### src/flash_host_pkg.sv
// Package for the parallel flash host controller: timing, command words and types
// Function
// - Command writes drive write-enable and chip-select low with output-enable high.
// - Host flags an operation that a reset interrupted on opInterrupted; the caller reissues it.
// - Host lowers chip-select only after reset has returned high.
// - Host waits the reset-to-read delay after reset rises before reading.
`default_nettype none
package flash_host_pkg;
	localparam int CLK_NS = 40;
	// Timing in ns as the device needs it, converted to cycles
	localparam int ACCESS_NS = 70;
	localparam int WE_PULSE_NS = 35;
	localparam int SETUP_NS = 30;
	localparam int RESET_PULSE_MIN_NS = 500;
	localparam int RESET_TO_READ_DELAY_NS = 50;
	localparam int RESET_HOLD_CYC = (RESET_PULSE_MIN_NS + CLK_NS - 1) / CLK_NS;
	localparam int RECOVER_CYC = (RESET_TO_READ_DELAY_NS + CLK_NS - 1) / CLK_NS;
	localparam int ACCESS_CYC = (ACCESS_NS + CLK_NS - 1) / CLK_NS;
	localparam int PULSE_CYC = (WE_PULSE_NS + CLK_NS - 1) / CLK_NS;
	localparam int SETUP_CYC = (SETUP_NS + CLK_NS - 1) / CLK_NS;
	// Cycles lost in the two-flop synchronisers on data and ready/busy
	localparam int SYNC_CYC = 2;
	localparam int CNT_W = 8;
	// Command words (unlock addresses and codes)
	localparam logic [19:0] UNLOCK_A1 = 20'h00555;
	localparam logic [19:0] UNLOCK_A2 = 20'h002AA;
	localparam logic [15:0] UNLOCK_D1 = 16'h00AA;
	localparam logic [15:0] UNLOCK_D2 = 16'h0055;
	localparam logic [15:0] CMD_PROGRAM = 16'h00A0;
	localparam logic [15:0] CMD_ERASE = 16'h0080;
	localparam logic [15:0] CMD_SECTOR = 16'h0030;
	localparam logic [15:0] CMD_CHIP = 16'h0010;
	localparam logic [15:0] CMD_BYPASS = 16'h0020;
	localparam logic [15:0] CMD_IDENT = 16'h0090;
	localparam logic [15:0] CMD_RESET = 16'h00F0;
	localparam logic [15:0] CMD_EXIT1 = 16'h0090;
	localparam logic [15:0] CMD_EXIT2 = 16'h0000;
	localparam logic [7:0] DQ_BUSY_MASK = 8'h40;
	// Host operations
	typedef enum logic [3:0] {
		OP_READ = 4'h0,
		OP_PROGRAM = 4'h1,
		OP_ERASE_SECTOR = 4'h2,
		OP_ERASE_CHIP = 4'h3,
		OP_IDENT = 4'h4,
		OP_BYPASS_ENTER = 4'h5,
		OP_BYPASS_EXIT = 4'h6,
		OP_RESET_CMD = 4'h7,
		OP_HW_RESET = 4'h8
	} op_t;
	typedef struct packed {
		op_t op;
		logic byteMode;
		logic [19:0] addr;
		logic [15:0] data;
		logic moreSectors;
	} req_t;
	// One bus cycle toward the device
	typedef struct packed {
		logic write;
		logic [19:0] addr;
		logic [15:0] data;
	} cyc_t;
	typedef struct packed {
		logic ceN;
		logic oeN;
		logic weN;
		logic resetN;
		logic byteN;
		logic [19:0] addr;
		logic [15:0] dqOut;
		logic [15:0] dqOe;
	} pins_t;
endpackage
`default_nettype wire

### src/flash_sector_decode.sv
// Top-boot sector index decode from the upper array address bits
`default_nettype none
module flash_sector_decode (
	input wire logic [6:0] hiAddr,
	output logic [4:0] sector
);
	// Only bits 18..12 select a sector; low bits ignored
	always_comb begin
		if (hiAddr[6:3] != 4'hF) begin
			sector = {1'b0, hiAddr[6:3]};
		end else if (!hiAddr[2]) begin
			sector = 5'h0F;
		end else if (hiAddr[1]) begin
			sector = 5'h12;
		end else begin
			sector = hiAddr[0] ? 5'h11 : 5'h10;
		end
	end
endmodule
`default_nettype wire

### src/flash_host.sv
// Host controller driving a parallel NOR flash through its pins
`default_nettype none
module flash_host (
	input wire logic sys_clk,
	input wire logic rst,
	input wire logic reqValid,
	input wire flash_host_pkg::req_t req,
	output logic reqReady,
	output logic rspValid,
	output logic [15:0] rspData,
	output logic [4:0] rspSector,
	output logic bypassActive,
	output logic opInterrupted,
	output logic flashCeN,
	output logic flashOeN,
	output logic flashWeN,
	output logic flashResetN,
	output logic flashByteN,
	output logic [19:0] flashAddr,
	output logic [15:0] dqOut,
	output logic [15:0] dqOe,
	input wire logic [15:0] dqIn,
	input wire logic readyBusyN
);
	import flash_host_pkg::*;

	typedef enum logic [8:0] {
		ST_RESET = 9'h001,
		ST_RECOVER = 9'h002,
		ST_IDLE = 9'h004,
		ST_SETUP = 9'h008,
		ST_PULSE = 9'h010,
		ST_HOLD = 9'h020,
		ST_READ = 9'h040,
		ST_POLL = 9'h080,
		ST_DONE = 9'h100
	} state_t;

	state_t state_r, state_nxt;
	pins_t pins_r, pins_nxt;
	req_t cur_r, cur_nxt;
	logic [CNT_W-1:0] cnt_r, cnt_nxt;
	logic [2:0] step_r, step_nxt;
	logic bypass_r, bypass_nxt;
	logic intr_r, intr_nxt;
	logic busyOp_r, busyOp_nxt;
	logic rspValid_r, rspValid_nxt;
	logic [15:0] rspData_r, rspData_nxt;
	logic [4:0] rspSector_r, rspSector_nxt;
	logic [15:0] dqMeta_r, dqSync_r;
	logic rbMeta_r, rbSync_r;
	logic [4:0] sectorIdx;
	cyc_t cyc;
	logic [2:0] lastStep;
	logic [15:0] dqMask;

	// Pin inputs pass two flops before use
	always_ff @(posedge sys_clk) begin
		dqMeta_r <= dqIn;
		dqSync_r <= dqMeta_r;
		rbMeta_r <= readyBusyN;
		rbSync_r <= rbMeta_r;
	end

	flash_sector_decode u_decode (
		.hiAddr(cur_r.addr[18:12]),
		.sector(sectorIdx)
	);

	// Step table: the cycle of the current operation at step_r
	always_comb begin
		cyc = '{write: 1'b1, addr: UNLOCK_A1, data: UNLOCK_D1};
		lastStep = 3'd0;
		case (cur_r.op)
			OP_PROGRAM: begin
				if (bypass_r) begin
					lastStep = 3'd1; // Two cycles in bypass
					if (step_r == 3'd0) cyc.data = CMD_PROGRAM;
					else cyc = '{write: 1'b1, addr: cur_r.addr, data: cur_r.data};
				end else begin
					lastStep = 3'd3; // Four cycles otherwise
					if (step_r == 3'd1) cyc = '{write: 1'b1, addr: UNLOCK_A2, data: UNLOCK_D2};
					if (step_r == 3'd2) cyc.data = CMD_PROGRAM;
					if (step_r == 3'd3) cyc = '{write: 1'b1, addr: cur_r.addr, data: cur_r.data};
				end
			end
			OP_ERASE_SECTOR, OP_ERASE_CHIP: begin
				lastStep = 3'd5; // Six cycles; extra sectors reuse the last
				if (step_r == 3'd1 || step_r == 3'd4)
					cyc = '{write: 1'b1, addr: UNLOCK_A2, data: UNLOCK_D2};
				if (step_r == 3'd2) cyc.data = CMD_ERASE;
				if (step_r == 3'd5) begin
					if (cur_r.op == OP_ERASE_CHIP) cyc.data = CMD_CHIP;
					else cyc = '{write: 1'b1, addr: cur_r.addr, data: CMD_SECTOR};
				end
			end
			OP_IDENT, OP_BYPASS_ENTER: begin
				lastStep = 3'd2;
				if (step_r == 3'd1) cyc = '{write: 1'b1, addr: UNLOCK_A2, data: UNLOCK_D2};
				if (step_r == 3'd2) cyc.data = (cur_r.op == OP_IDENT) ? CMD_IDENT : CMD_BYPASS;
			end
			OP_BYPASS_EXIT: begin
				lastStep = 3'd1;
				cyc.data = (step_r == 3'd0) ? CMD_EXIT1 : CMD_EXIT2;
			end
			OP_RESET_CMD: cyc.data = CMD_RESET;
			default: cyc = '{write: 1'b0, addr: cur_r.addr, data: 16'h0000};
		endcase
		// Byte mode: DATA_MSB_OR_LOW_ADDR carries the extra low address bit, DQ8..14 idle
		if (cur_r.byteMode && cyc.write && (cyc.addr != cur_r.addr || cur_r.op != OP_PROGRAM))
			cyc.addr = {cyc.addr[18:0], 1'b0};
	end

	assign dqMask = cur_r.byteMode ? 16'h80FF : 16'hFFFF;

	// Main sequencer
	always_comb begin
		state_nxt = state_r;
		pins_nxt = pins_r;
		cur_nxt = cur_r;
		cnt_nxt = (cnt_r != '0) ? cnt_r - CNT_W'(1) : cnt_r;
		step_nxt = step_r;
		bypass_nxt = bypass_r;
		intr_nxt = intr_r;
		busyOp_nxt = busyOp_r;
		rspValid_nxt = 1'b0;
		rspData_nxt = rspData_r;
		rspSector_nxt = rspSector_r;
		case (state_r)
			ST_RESET: begin
				// Hold reset low the minimum pulse; CE stays high
				pins_nxt = '{ceN: 1'b1, oeN: 1'b1, weN: 1'b1, resetN: 1'b0, byteN: 1'b1,
					addr: 20'h00000, dqOut: 16'h0000, dqOe: 16'h0000};
				if (cnt_r == '0) begin
					pins_nxt.resetN = 1'b1;
					cnt_nxt = CNT_W'(RECOVER_CYC);
					bypass_nxt = 1'b0; // Device back in array read
					state_nxt = ST_RECOVER;
				end
			end
			ST_RECOVER: begin
				// Wait recovery and ready/busy high before any access
				if (cnt_r == '0 && rbSync_r) begin
					if (cur_r.op == OP_HW_RESET) rspValid_nxt = 1'b1;
					state_nxt = ST_IDLE;
				end
			end
			ST_IDLE: begin
				pins_nxt.ceN = 1'b1; // Standby while idle
				pins_nxt.oeN = 1'b1;
				pins_nxt.dqOe = 16'h0000;
				if (reqValid) begin
					cur_nxt = req;
					step_nxt = 3'd0;
					pins_nxt.byteN = ~req.byteMode;
					if (req.op == OP_HW_RESET) begin
						intr_nxt = busyOp_r; // Caller reissues interrupted work
						busyOp_nxt = 1'b0;
						cnt_nxt = CNT_W'(RESET_HOLD_CYC);
						state_nxt = ST_RESET;
					end else begin
						if (req.op != OP_READ) intr_nxt = 1'b0;
						state_nxt = ST_SETUP;
					end
				end
			end
			ST_SETUP: begin
				pins_nxt.addr = cyc.addr;
				if (cyc.write) begin
					// Command cycle: OE high, then CE and WE low
					pins_nxt.oeN = 1'b1;
					pins_nxt.ceN = 1'b0;
					pins_nxt.dqOut = cyc.data & dqMask;
					pins_nxt.dqOe = cur_r.byteMode ? 16'h00FF : 16'hFFFF;
					cnt_nxt = CNT_W'(SETUP_CYC);
					state_nxt = ST_PULSE;
				end else begin
					// Read from standby: wait full chip-select access
					pins_nxt.ceN = 1'b0;
					pins_nxt.oeN = 1'b0;
					pins_nxt.dqOe = 16'h0000;
					if (cur_r.byteMode) pins_nxt.addr = {1'b0, cur_r.addr[19:1]};
					if (cur_r.byteMode) pins_nxt.dqOut = {cur_r.addr[0], 15'h0000};
					if (cur_r.byteMode) pins_nxt.dqOe = 16'h8000;
					// Data must also cross the synchroniser before it is taken
					cnt_nxt = CNT_W'(ACCESS_CYC + SYNC_CYC);
					state_nxt = ST_READ;
				end
			end
			ST_PULSE: begin
				if (cnt_r == '0 && pins_r.weN) begin
					pins_nxt.weN = 1'b0; // Device latches on WE edges
					cnt_nxt = CNT_W'(PULSE_CYC);
				end else if (cnt_r == '0) begin
					pins_nxt.weN = 1'b1;
					state_nxt = ST_HOLD;
				end
			end
			ST_HOLD: begin
				pins_nxt.ceN = 1'b1;
				pins_nxt.dqOe = 16'h0000;
				if (step_r != lastStep) begin
					step_nxt = step_r + 3'd1;
					state_nxt = ST_SETUP;
				end else if ((cur_r.op == OP_ERASE_SECTOR) && cur_r.moreSectors) begin
					rspSector_nxt = sectorIdx;
					rspValid_nxt = 1'b1; // More sector addresses may follow
					state_nxt = ST_DONE;
				end else begin
					if (cur_r.op == OP_BYPASS_ENTER) bypass_nxt = 1'b1;
					if (cur_r.op == OP_BYPASS_EXIT || cur_r.op == OP_RESET_CMD) bypass_nxt = 1'b0;
					rspSector_nxt = sectorIdx;
					if (cur_r.op == OP_PROGRAM || cur_r.op == OP_ERASE_SECTOR ||
						cur_r.op == OP_ERASE_CHIP) begin
						busyOp_nxt = 1'b1;
						// Busy needs the synchroniser delay before it can be seen
						cnt_nxt = CNT_W'(ACCESS_CYC + SYNC_CYC);
						state_nxt = ST_POLL;
					end else begin
						rspValid_nxt = 1'b1;
						state_nxt = ST_IDLE;
					end
				end
			end
			ST_DONE: begin
				// Next sector in the same erase: one more sector cycle
				if (reqValid && req.op == OP_HW_RESET) begin
					// Erase already runs in the device; flag it for reissue
					cur_nxt = req;
					intr_nxt = 1'b1;
					cnt_nxt = CNT_W'(RESET_HOLD_CYC);
					state_nxt = ST_RESET;
				end else if (reqValid && req.op == OP_ERASE_SECTOR) begin
					cur_nxt = req;
					step_nxt = 3'd5;
					state_nxt = ST_SETUP;
				end else if (reqValid || cur_r.moreSectors) begin
					busyOp_nxt = 1'b1;
					cur_nxt.moreSectors = 1'b0;
					cnt_nxt = CNT_W'(ACCESS_CYC + SYNC_CYC);
					state_nxt = ST_POLL;
				end
			end
			ST_READ: begin
				if (cnt_r == '0) begin
					// Identification and status land on the low byte
					rspData_nxt = cur_r.byteMode ? {8'h00, dqSync_r[7:0]} : dqSync_r;
					rspValid_nxt = 1'b1;
					pins_nxt.oeN = 1'b1; // Device floats outputs with OE high
					pins_nxt.ceN = 1'b1;
					pins_nxt.dqOe = 16'h0000;
					state_nxt = ST_IDLE;
				end
			end
			ST_POLL: begin
				// CE released between polls; operation runs on
				pins_nxt.ceN = 1'b1;
				pins_nxt.oeN = 1'b1;
				if (cnt_r == '0 && rbSync_r) begin
					busyOp_nxt = 1'b0;
					rspData_nxt = {8'h00, dqSync_r[7:0] & DQ_BUSY_MASK};
					rspValid_nxt = 1'b1;
					state_nxt = ST_IDLE;
				end
			end
			default: state_nxt = ST_IDLE;
		endcase
	end

	// Registers; reset starts with a device reset pulse
	always_ff @(posedge sys_clk) begin
		if (rst) begin
			state_r <= ST_RESET;
			pins_r <= '{ceN: 1'b1, oeN: 1'b1, weN: 1'b1, resetN: 1'b0, byteN: 1'b1,
				addr: 20'h00000, dqOut: 16'h0000, dqOe: 16'h0000};
			cur_r <= '{op: OP_READ, byteMode: 1'b0, addr: 20'h00000, data: 16'h0000,
				moreSectors: 1'b0};
			cnt_r <= CNT_W'(RESET_HOLD_CYC);
			step_r <= 3'd0;
			bypass_r <= 1'b0;
			intr_r <= 1'b0;
			busyOp_r <= 1'b0;
			rspValid_r <= 1'b0;
			rspData_r <= 16'h0000;
			rspSector_r <= 5'h00;
		end else begin
			state_r <= state_nxt;
			pins_r <= pins_nxt;
			cur_r <= cur_nxt;
			cnt_r <= cnt_nxt;
			step_r <= step_nxt;
			bypass_r <= bypass_nxt;
			intr_r <= intr_nxt;
			busyOp_r <= busyOp_nxt;
			rspValid_r <= rspValid_nxt;
			rspData_r <= rspData_nxt;
			rspSector_r <= rspSector_nxt;
		end
	end

	logic reqReady_r;
	// Ready registered: high in idle and in the extra-sector wait
	always_ff @(posedge sys_clk) begin
		if (rst) reqReady_r <= 1'b0;
		else reqReady_r <= (state_nxt == ST_IDLE) || (state_nxt == ST_DONE);
	end

	assign reqReady = reqReady_r;
	assign rspValid = rspValid_r;
	assign rspData = rspData_r;
	assign rspSector = rspSector_r;
	assign bypassActive = bypass_r;
	assign opInterrupted = intr_r;
	assign flashCeN = pins_r.ceN;
	assign flashOeN = pins_r.oeN;
	assign flashWeN = pins_r.weN;
	assign flashResetN = pins_r.resetN;
	assign flashByteN = pins_r.byteN;
	assign flashAddr = pins_r.addr;
	assign dqOut = pins_r.dqOut;
	assign dqOe = pins_r.dqOe;
endmodule
`default_nettype wire

### config.mk
export PLATFORM = sky130hd
export DESIGN_NAME = flash_host
export DESIGN_NICKNAME = d
export VERILOG_FILES = /design/src/flash_host_pkg.sv /design/src/flash_sector_decode.sv /design/src/flash_host.sv
export SDC_FILE = /design/constraint.sdc
export NUM_CORES = 1
export LEC_CHECK = 0
export BUFFER_PORTS_ARGS = -buffer_cell sky130_fd_sc_hd__buf_2
export CAP_MARGIN = 15
export CORE_MARGIN = 3
export CORE_UTILIZATION = 51
export DETAILED_ROUTE_END_ITERATION = 8
export PLACE_DENSITY_LB_ADDON = 0.15
export SLEW_MARGIN = 40
export SYNTH_ARGS = -nofsm -noshare
export SYNTH_HDL_FRONTEND = slang
export SYNTH_SLANG_ARGS = --single-unit
### constraint.sdc
create_clock -name sys_clk -period 3 [get_ports sys_clk]
set_input_delay 0.45 -clock sys_clk [delete_from_list [all_inputs] [get_ports sys_clk]]
set_output_delay 0.45 -clock sys_clk [all_outputs]
set_load 0.05 [all_outputs]
After elaboration in Yosys (flattened, before gate mapping) --
Cells that the tools add are included.
Word-level totals: register bits after elaboration 179, bits of input ports 62, output and inout port bits 82, word-level logic and storage cells 246
Cells by class: add/sub/neg operators 2, equal/unequal tests 50, multiplexer cells 114, bitwise logic cells 3, reductions and logical operators 50
Operator list (number):
- $mux W16 | 11
- $mux W8 | 14
- $mux W37 | 3
- $mux W20 | 5
- $mux W9 | 11
- $mux W42 | 2
- $pmux W21 S4 | 1
- $pmux W42 S2 | 1
- $pmux W16 S5 | 1
- $pmux W36 S2 | 1
- $pmux W9 S8 | 1
- $mux W27 | 2
- $pmux W16 S3 | 1
- $pmux W8 S6 | 1
- $mux W41 | 1
- $mux W1 | 32
- $mux W32 | 1
- $pmux W16 S2 | 1
- $ne A2 B2 Y1 const B | 14
- $ne A20 B20 Y1 | 1
- $eq A9 B3 Y1 const B | 2
- $eq A9 B9 Y1 const B | 2
- $and A16 B16 Y16 | 1
- $eq A4 B3 Y1 const B | 4
- 48 further kinds | 105

Longest topological paths before layout --
depth after elaboration 13, mapped depth 12

Cells and area by module --
From an unflattened synthesis, not the netlist that was laid out.
Second synthesis, totals: cell total of the unflattened synthesis 987, area, all modules 8044.0 um^2
Modules (own cells, without submodules):
- flash_host | instances 1, cells each 978, area an instance 7982.7 um^2, seq. area each 3323.2 um^2
- flash_sector_decode | instances 1, cells each 9, area an instance 61.3 um^2, seq. area each 0.0 um^2

Least setup slack after synthesis --
No wires, ideal clock.
path kind register -> register, start point register step_r[2], end point register pins_r (netlist bit flashAddr[19]), data arrival time 2.915 ns, data required time 2.883 ns, setup slack -0.033 ns, stages on the path, launching flop included 12, cell sequence dfxtp_1 -> buf_2 -> inv_1 -> ha_1 -> or4b_4 -> a221oi_1 -> a211oi_1 -> nor2_4 -> a22oi_1 -> a31oi_2 -> mux2_4 -> a32o_1
Between the ends: word-level cells in the longest chain between the ends 13
Ends and longest elaborated chain:
- start: declaration | RTL line flash_host.sv:43 | logic [2:0] step_r, step_nxt;
- start signal: assignment | RTL line flash_host.sv:291 | step_r <= step_nxt;
- $eq A3 B1 Y1 / $eq A3 B3 Y1 (equally long branches) | RTL line flash_host.sv:82, flash_host.sv:89, flash_host.sv:99
- $logic_or A1 B1 Y1 | RTL line flash_host.sv:89 | if (step_r == 3'd1 || step_r == 3'd4)
- $mux W27 | RTL line flash_host.sv:89
- $mux W20 | RTL line flash_host.sv:93 | if (cur_r.op == OP_ERASE_CHIP) cyc.data = CMD_CHIP;
- $mux W37 | RTL line flash_host.sv:92 | if (step_r == 3'd5) begin
- $pmux W21 S4 (*) | RTL line flash_host.sv:74 | case (cur_r.op)
- $ne A20 B20 Y1 | RTL line flash_host.sv:110 | if (cur_r.byteMode && cyc.write && (cyc.addr != cur_r.addr || cur_r.op != OP_PROGRAM))
- $logic_or A1 B1 Y1 | RTL line flash_host.sv:110
- $logic_and A1 B1 Y1 | RTL line flash_host.sv:110
- $mux W20 (*) | RTL line flash_host.sv:110
- $mux W20 | RTL line flash_host.sv:182 | if (cur_r.byteMode) pins_nxt.addr = {1'b0, cur_r.addr[19:1]};
- $mux W20 (*) | RTL line flash_host.sv:169 | if (cyc.write) begin
- $pmux W36 S2 (*) | RTL line flash_host.sv:129 | case (state_r)
- end signal: assignment | RTL line flash_host.sv:274 | pins_r <= '{ceN: 1'b1, oeN: 1'b1, weN: 1'b1, resetN: 1'b0, byteN: 1'b1,
- end signal: assignment | RTL line flash_host.sv:288 | pins_r <= pins_nxt;
- end: declaration | RTL line flash_host.sv:40 | pins_t pins_r, pins_nxt;
Every way passes the cells marked *; elsewhere a longest branch is shown, timed or not. A chain may end at the register's enable or synchronous reset.

Final worst setup path --
start point register step_r[1], end point register pins_r (netlist bit flashAddr[19])
Same word-level chain as after synthesis.

==> flow_metrics.py <==
metrics = {
    "run_status": {
        "run_status": "completed",
    },
    "worst_setup_path": {
        "critical_path_class": "flip-flop to flip-flop",
        "cp-end-kind": "flip-flop",
        "start_kind": "flip-flop",
        "critPathArrivalTime_ns": 3.29,
        "worstPathRequired_ns": 3.34,
        "cp_max_fo": 4,
    },
    "timing": {
        "fin_worst_skew_ns": 0.00971,
        "clock.fmax_mhz": 338,
        "rsz0062_at_grt": "yes",
        "setup_tns_ns": 0,
        "timing.hold.ws_ns": 0.102,
        "maxSlewViolCount": 0,
        "worst_pin_slew_ns": 0.688,
        "setup_viol": 0,
        "fin_crit_sh": 0.985,
        "relSlewSlack": 0.536,
        "timing.final.crit_period_ns": 2.96,
        "final_hold_viol_count": 0,
    },
    "pwr": {
        "finalPower_uw": 5730,
        "peakVddDrop_v": 0.000476,
        "p_leak_uw": 0.00382,
        "p_per_area_nw_per_um2": 590,
    },
    "finish": {
        "n_antenna_cell": 0,
        "nets": 1195,
        "fin_util": 0.656,
        "fillers": 1265,
        "drive_above_1_share": 0.259,
        "area_growth_pct": 23.1,
        "layout.cells.non_filler": 1317,
    },
    "detailed_routing": {
        "wirelength_um": 24100,
        "vias": 7853,
        "wl_per_cell_um": 18.3,
        "drcViolationCount": 0,
        "ant_nets": 0,
        "first_pass_iters": 8,
        "drt-initial-drc-count": 895,
        "via_per_inst": 5.96,
    },
    "logic_synthesis": {
        "synthTopCellsByArea": "dfxtp_1 (42%), nand2_1 (7.8%), a21oi_1 (7.2%)",
        "async_reset_ff_frac": 0,
        "synth_edf_count": 0,
        "yosys_warnings": 0,
        "netlist_area_um2": 7890,
        "netlist_instances": 970,
        "avgSynthCellArea_um2": 8.13,
        "synth_top_area_share": 0.421,
        "synth.largest_area_cell": "dfxtp_1",
        "yosys_most_used_dff": "dfxtp_1",
        "ys_ff_latch": 166,
        "ys_seq_area_frac": 0.421,
        "syn-num-nets": 1045,
        "synth_cell_types": 82,
    },
    "clocking": {
        "holdBufCountCts": 0,
        "cts_tree": "done",
        "clk_pin_slew_ns": 0.08,
        "clockRootBuffer": "clkbuf_16",
        "cts_buffers": 17,
        "clock_sinks": 166,
        "clk_latency_ns": 0.44,
        "cts_buffer_depth": 2,
        "htree_levels": 4,
    },
    "grt": {
        "gr-total-overflow": 0,
        "antenna_found_initial": 0,
        "grt.total_usage": 0.284,
        "grt_pass1_vias": 7134,
        "grt_pass1_wl_um": 38000,
        "grt_max_degree": 41,
    },
    "die": {
        "die_y_um": 130,
        "die_x_um": 130,
        "die_area_um2": 17000,
        "core_area_um2": 14800,
        "start_util": 0.533,
        "num_rows": 44,
        "top_level_ports": 144,
    },
    "hold_path": {
        "hp-class": "input port to flip-flop",
    },
    "place": {
        "finalWeightedCongestion": 1.01,
        "portBuffers": 143,
        "place_inst": 1282,
        "dp_hpwl_um": 17300,
    },
    "run": {
        "cap_violations": 0,
    },
}
==> critical path, cell delays in order, from the launching register on <==
cell and delay [ns]:
dfxtp_4 0.37, ha_4 0.17, ha_4 0.15, or4b_4 0.57, o211ai_1 0.17, a31oi_2 0.18
nor2b_4 0.17, nor4b_4 0.38, a31oi_4 0.17, mux2_4 0.32, a32o_1 0.21
==> routing by layer <==
| layer | routed length [um] | up-vias | global-route usage | part of all wire |
|---|---|---|---|---|
| li1 | - | 3776 | - | - |
| met1 | 10600 | 3622 | 0.405 | 0.44 |
| met2 | 10300 | 398 | 0.411 | 0.43 |
| met3 | 2550 | 57 | 0.0935 | 0.11 |
| met4 | 683 | 0 | 0.0883 | 0.028 |
| met5 | 0 | - | 0 | 0 |
==> final cells by class <==
type / instances / area (um2) / area share
multi-input combinational: 718 / 4290 / 0.442
clock inverter: 15 / 211 / 0.0218
sequential: 166 / 3330 / 0.343
clock buffer: 17 / 425 / 0.0438
timing repair buffer: 202 / 1160 / 0.120
inverter: 15 / 56.3 / 0.00580
tap: 184 / 230 / 0.0237
==> where the power goes <==
| group | leakage, uW | internal (uW) | switching (uW) |
|---|---|---|---|
| registers | 0.00135 | 2280 | 70.9 |
| clock network | 0.000306 | 1170 | 1140 |
| logic | 0.00216 | 368 | 701 |
| total | 0.00382 | 3820 | 1910 |
==> sequential cells by signal, indices dropped and copies added, names as in the netlist, 5 cells and up <==
register and flops:
dqOut 16, flashAddr 20, rspSector 5, cnt_r 8, dqMeta_r 16, dqSync_r 16, rspData 16, state_r 9
cur_r 42
==> worst paths after layout <==
kind,slack [ns],cells past startpoint,to,startpoint
setup / recovery,0.04,10,flashAddr[19],step_r[1]
hold / removal,0.10,1,dqMeta_r[0],dqIn[0]
setup reg to reg,0.04,10,flashAddr[19],step_r[1]
hold reg to reg,0.33,0,dqSync_r[1],dqMeta_r[1]
==> cells in the final DEF, fill, tap and decap left out, types with 12 or more instances in the layout <==
master and n:
a21oi_1 113, a22oi_1 25, a31oi_1 12, buf_2 142
buf_4 59, clkbuf_16 17, dfxtp_1 163, inv_1 13
nand2_1 162, nand3_1 42, nor2_1 82, nor2b_1 14
nor3_1 21, o211ai_1 13, o21ai_0 35
==> logic make-up after synthesis <==
| group | share of synthesized area |
|---|---|
| multiplexers | 0.0244 |
| AND/OR/NAND/NOR | 0.233 |
| adder cells (fa/ha/maj) | 0.0206 |
| flip-flops | 0.421 |
| XOR/XNOR | 0.0111 |
| buffers and inverters | 0.0525 |
| AO/OA/AOI/OAI | 0.237 |
==> synthesized netlist by cell type, drive strengths merged (4+ instances only) <==
library cell and instances:
dfxtp 166, nand2 163, a21oi 114, nor2 83, clkbuf 46, o21ai 45
nand3 44, a22oi 27, buf 25, nor3 22, nor2b 15, a31oi 14
inv 14, ha 13, o211ai 13, mux2 10, a211oi 8, and3 8
nand3b 7, nor4 7, a2111oi 6, a21bo 6, nand4 6, o22ai 6
xor2 6, a211o 5, a21o 5, mux2i 5, nand2b 5, a221oi 4
o21a 4, o21bai 4, o31ai 4, or3 4, xnor2 4
==> metrics by stage <==
stage	setup slack [ns]	instance area [um2]
2_1_floorplan	0.0265	7910
3_3_place_gp	0.0434	8930
3_5_place_dp	0.00513	8930
4_1_cts	0.00530	9580
5_1_grt	-0.0718	9710
6_report	0.0443	9710
==> what timing repair did <==
action	CTS	global route
endpoints found under the setup margin	1	21
setup buffers	0	3
gates resized for setup	1	24
hold endpoints to repair	0	0
pin swaps	1	10
No activity file was read; power rests on OpenSTA's default activity.
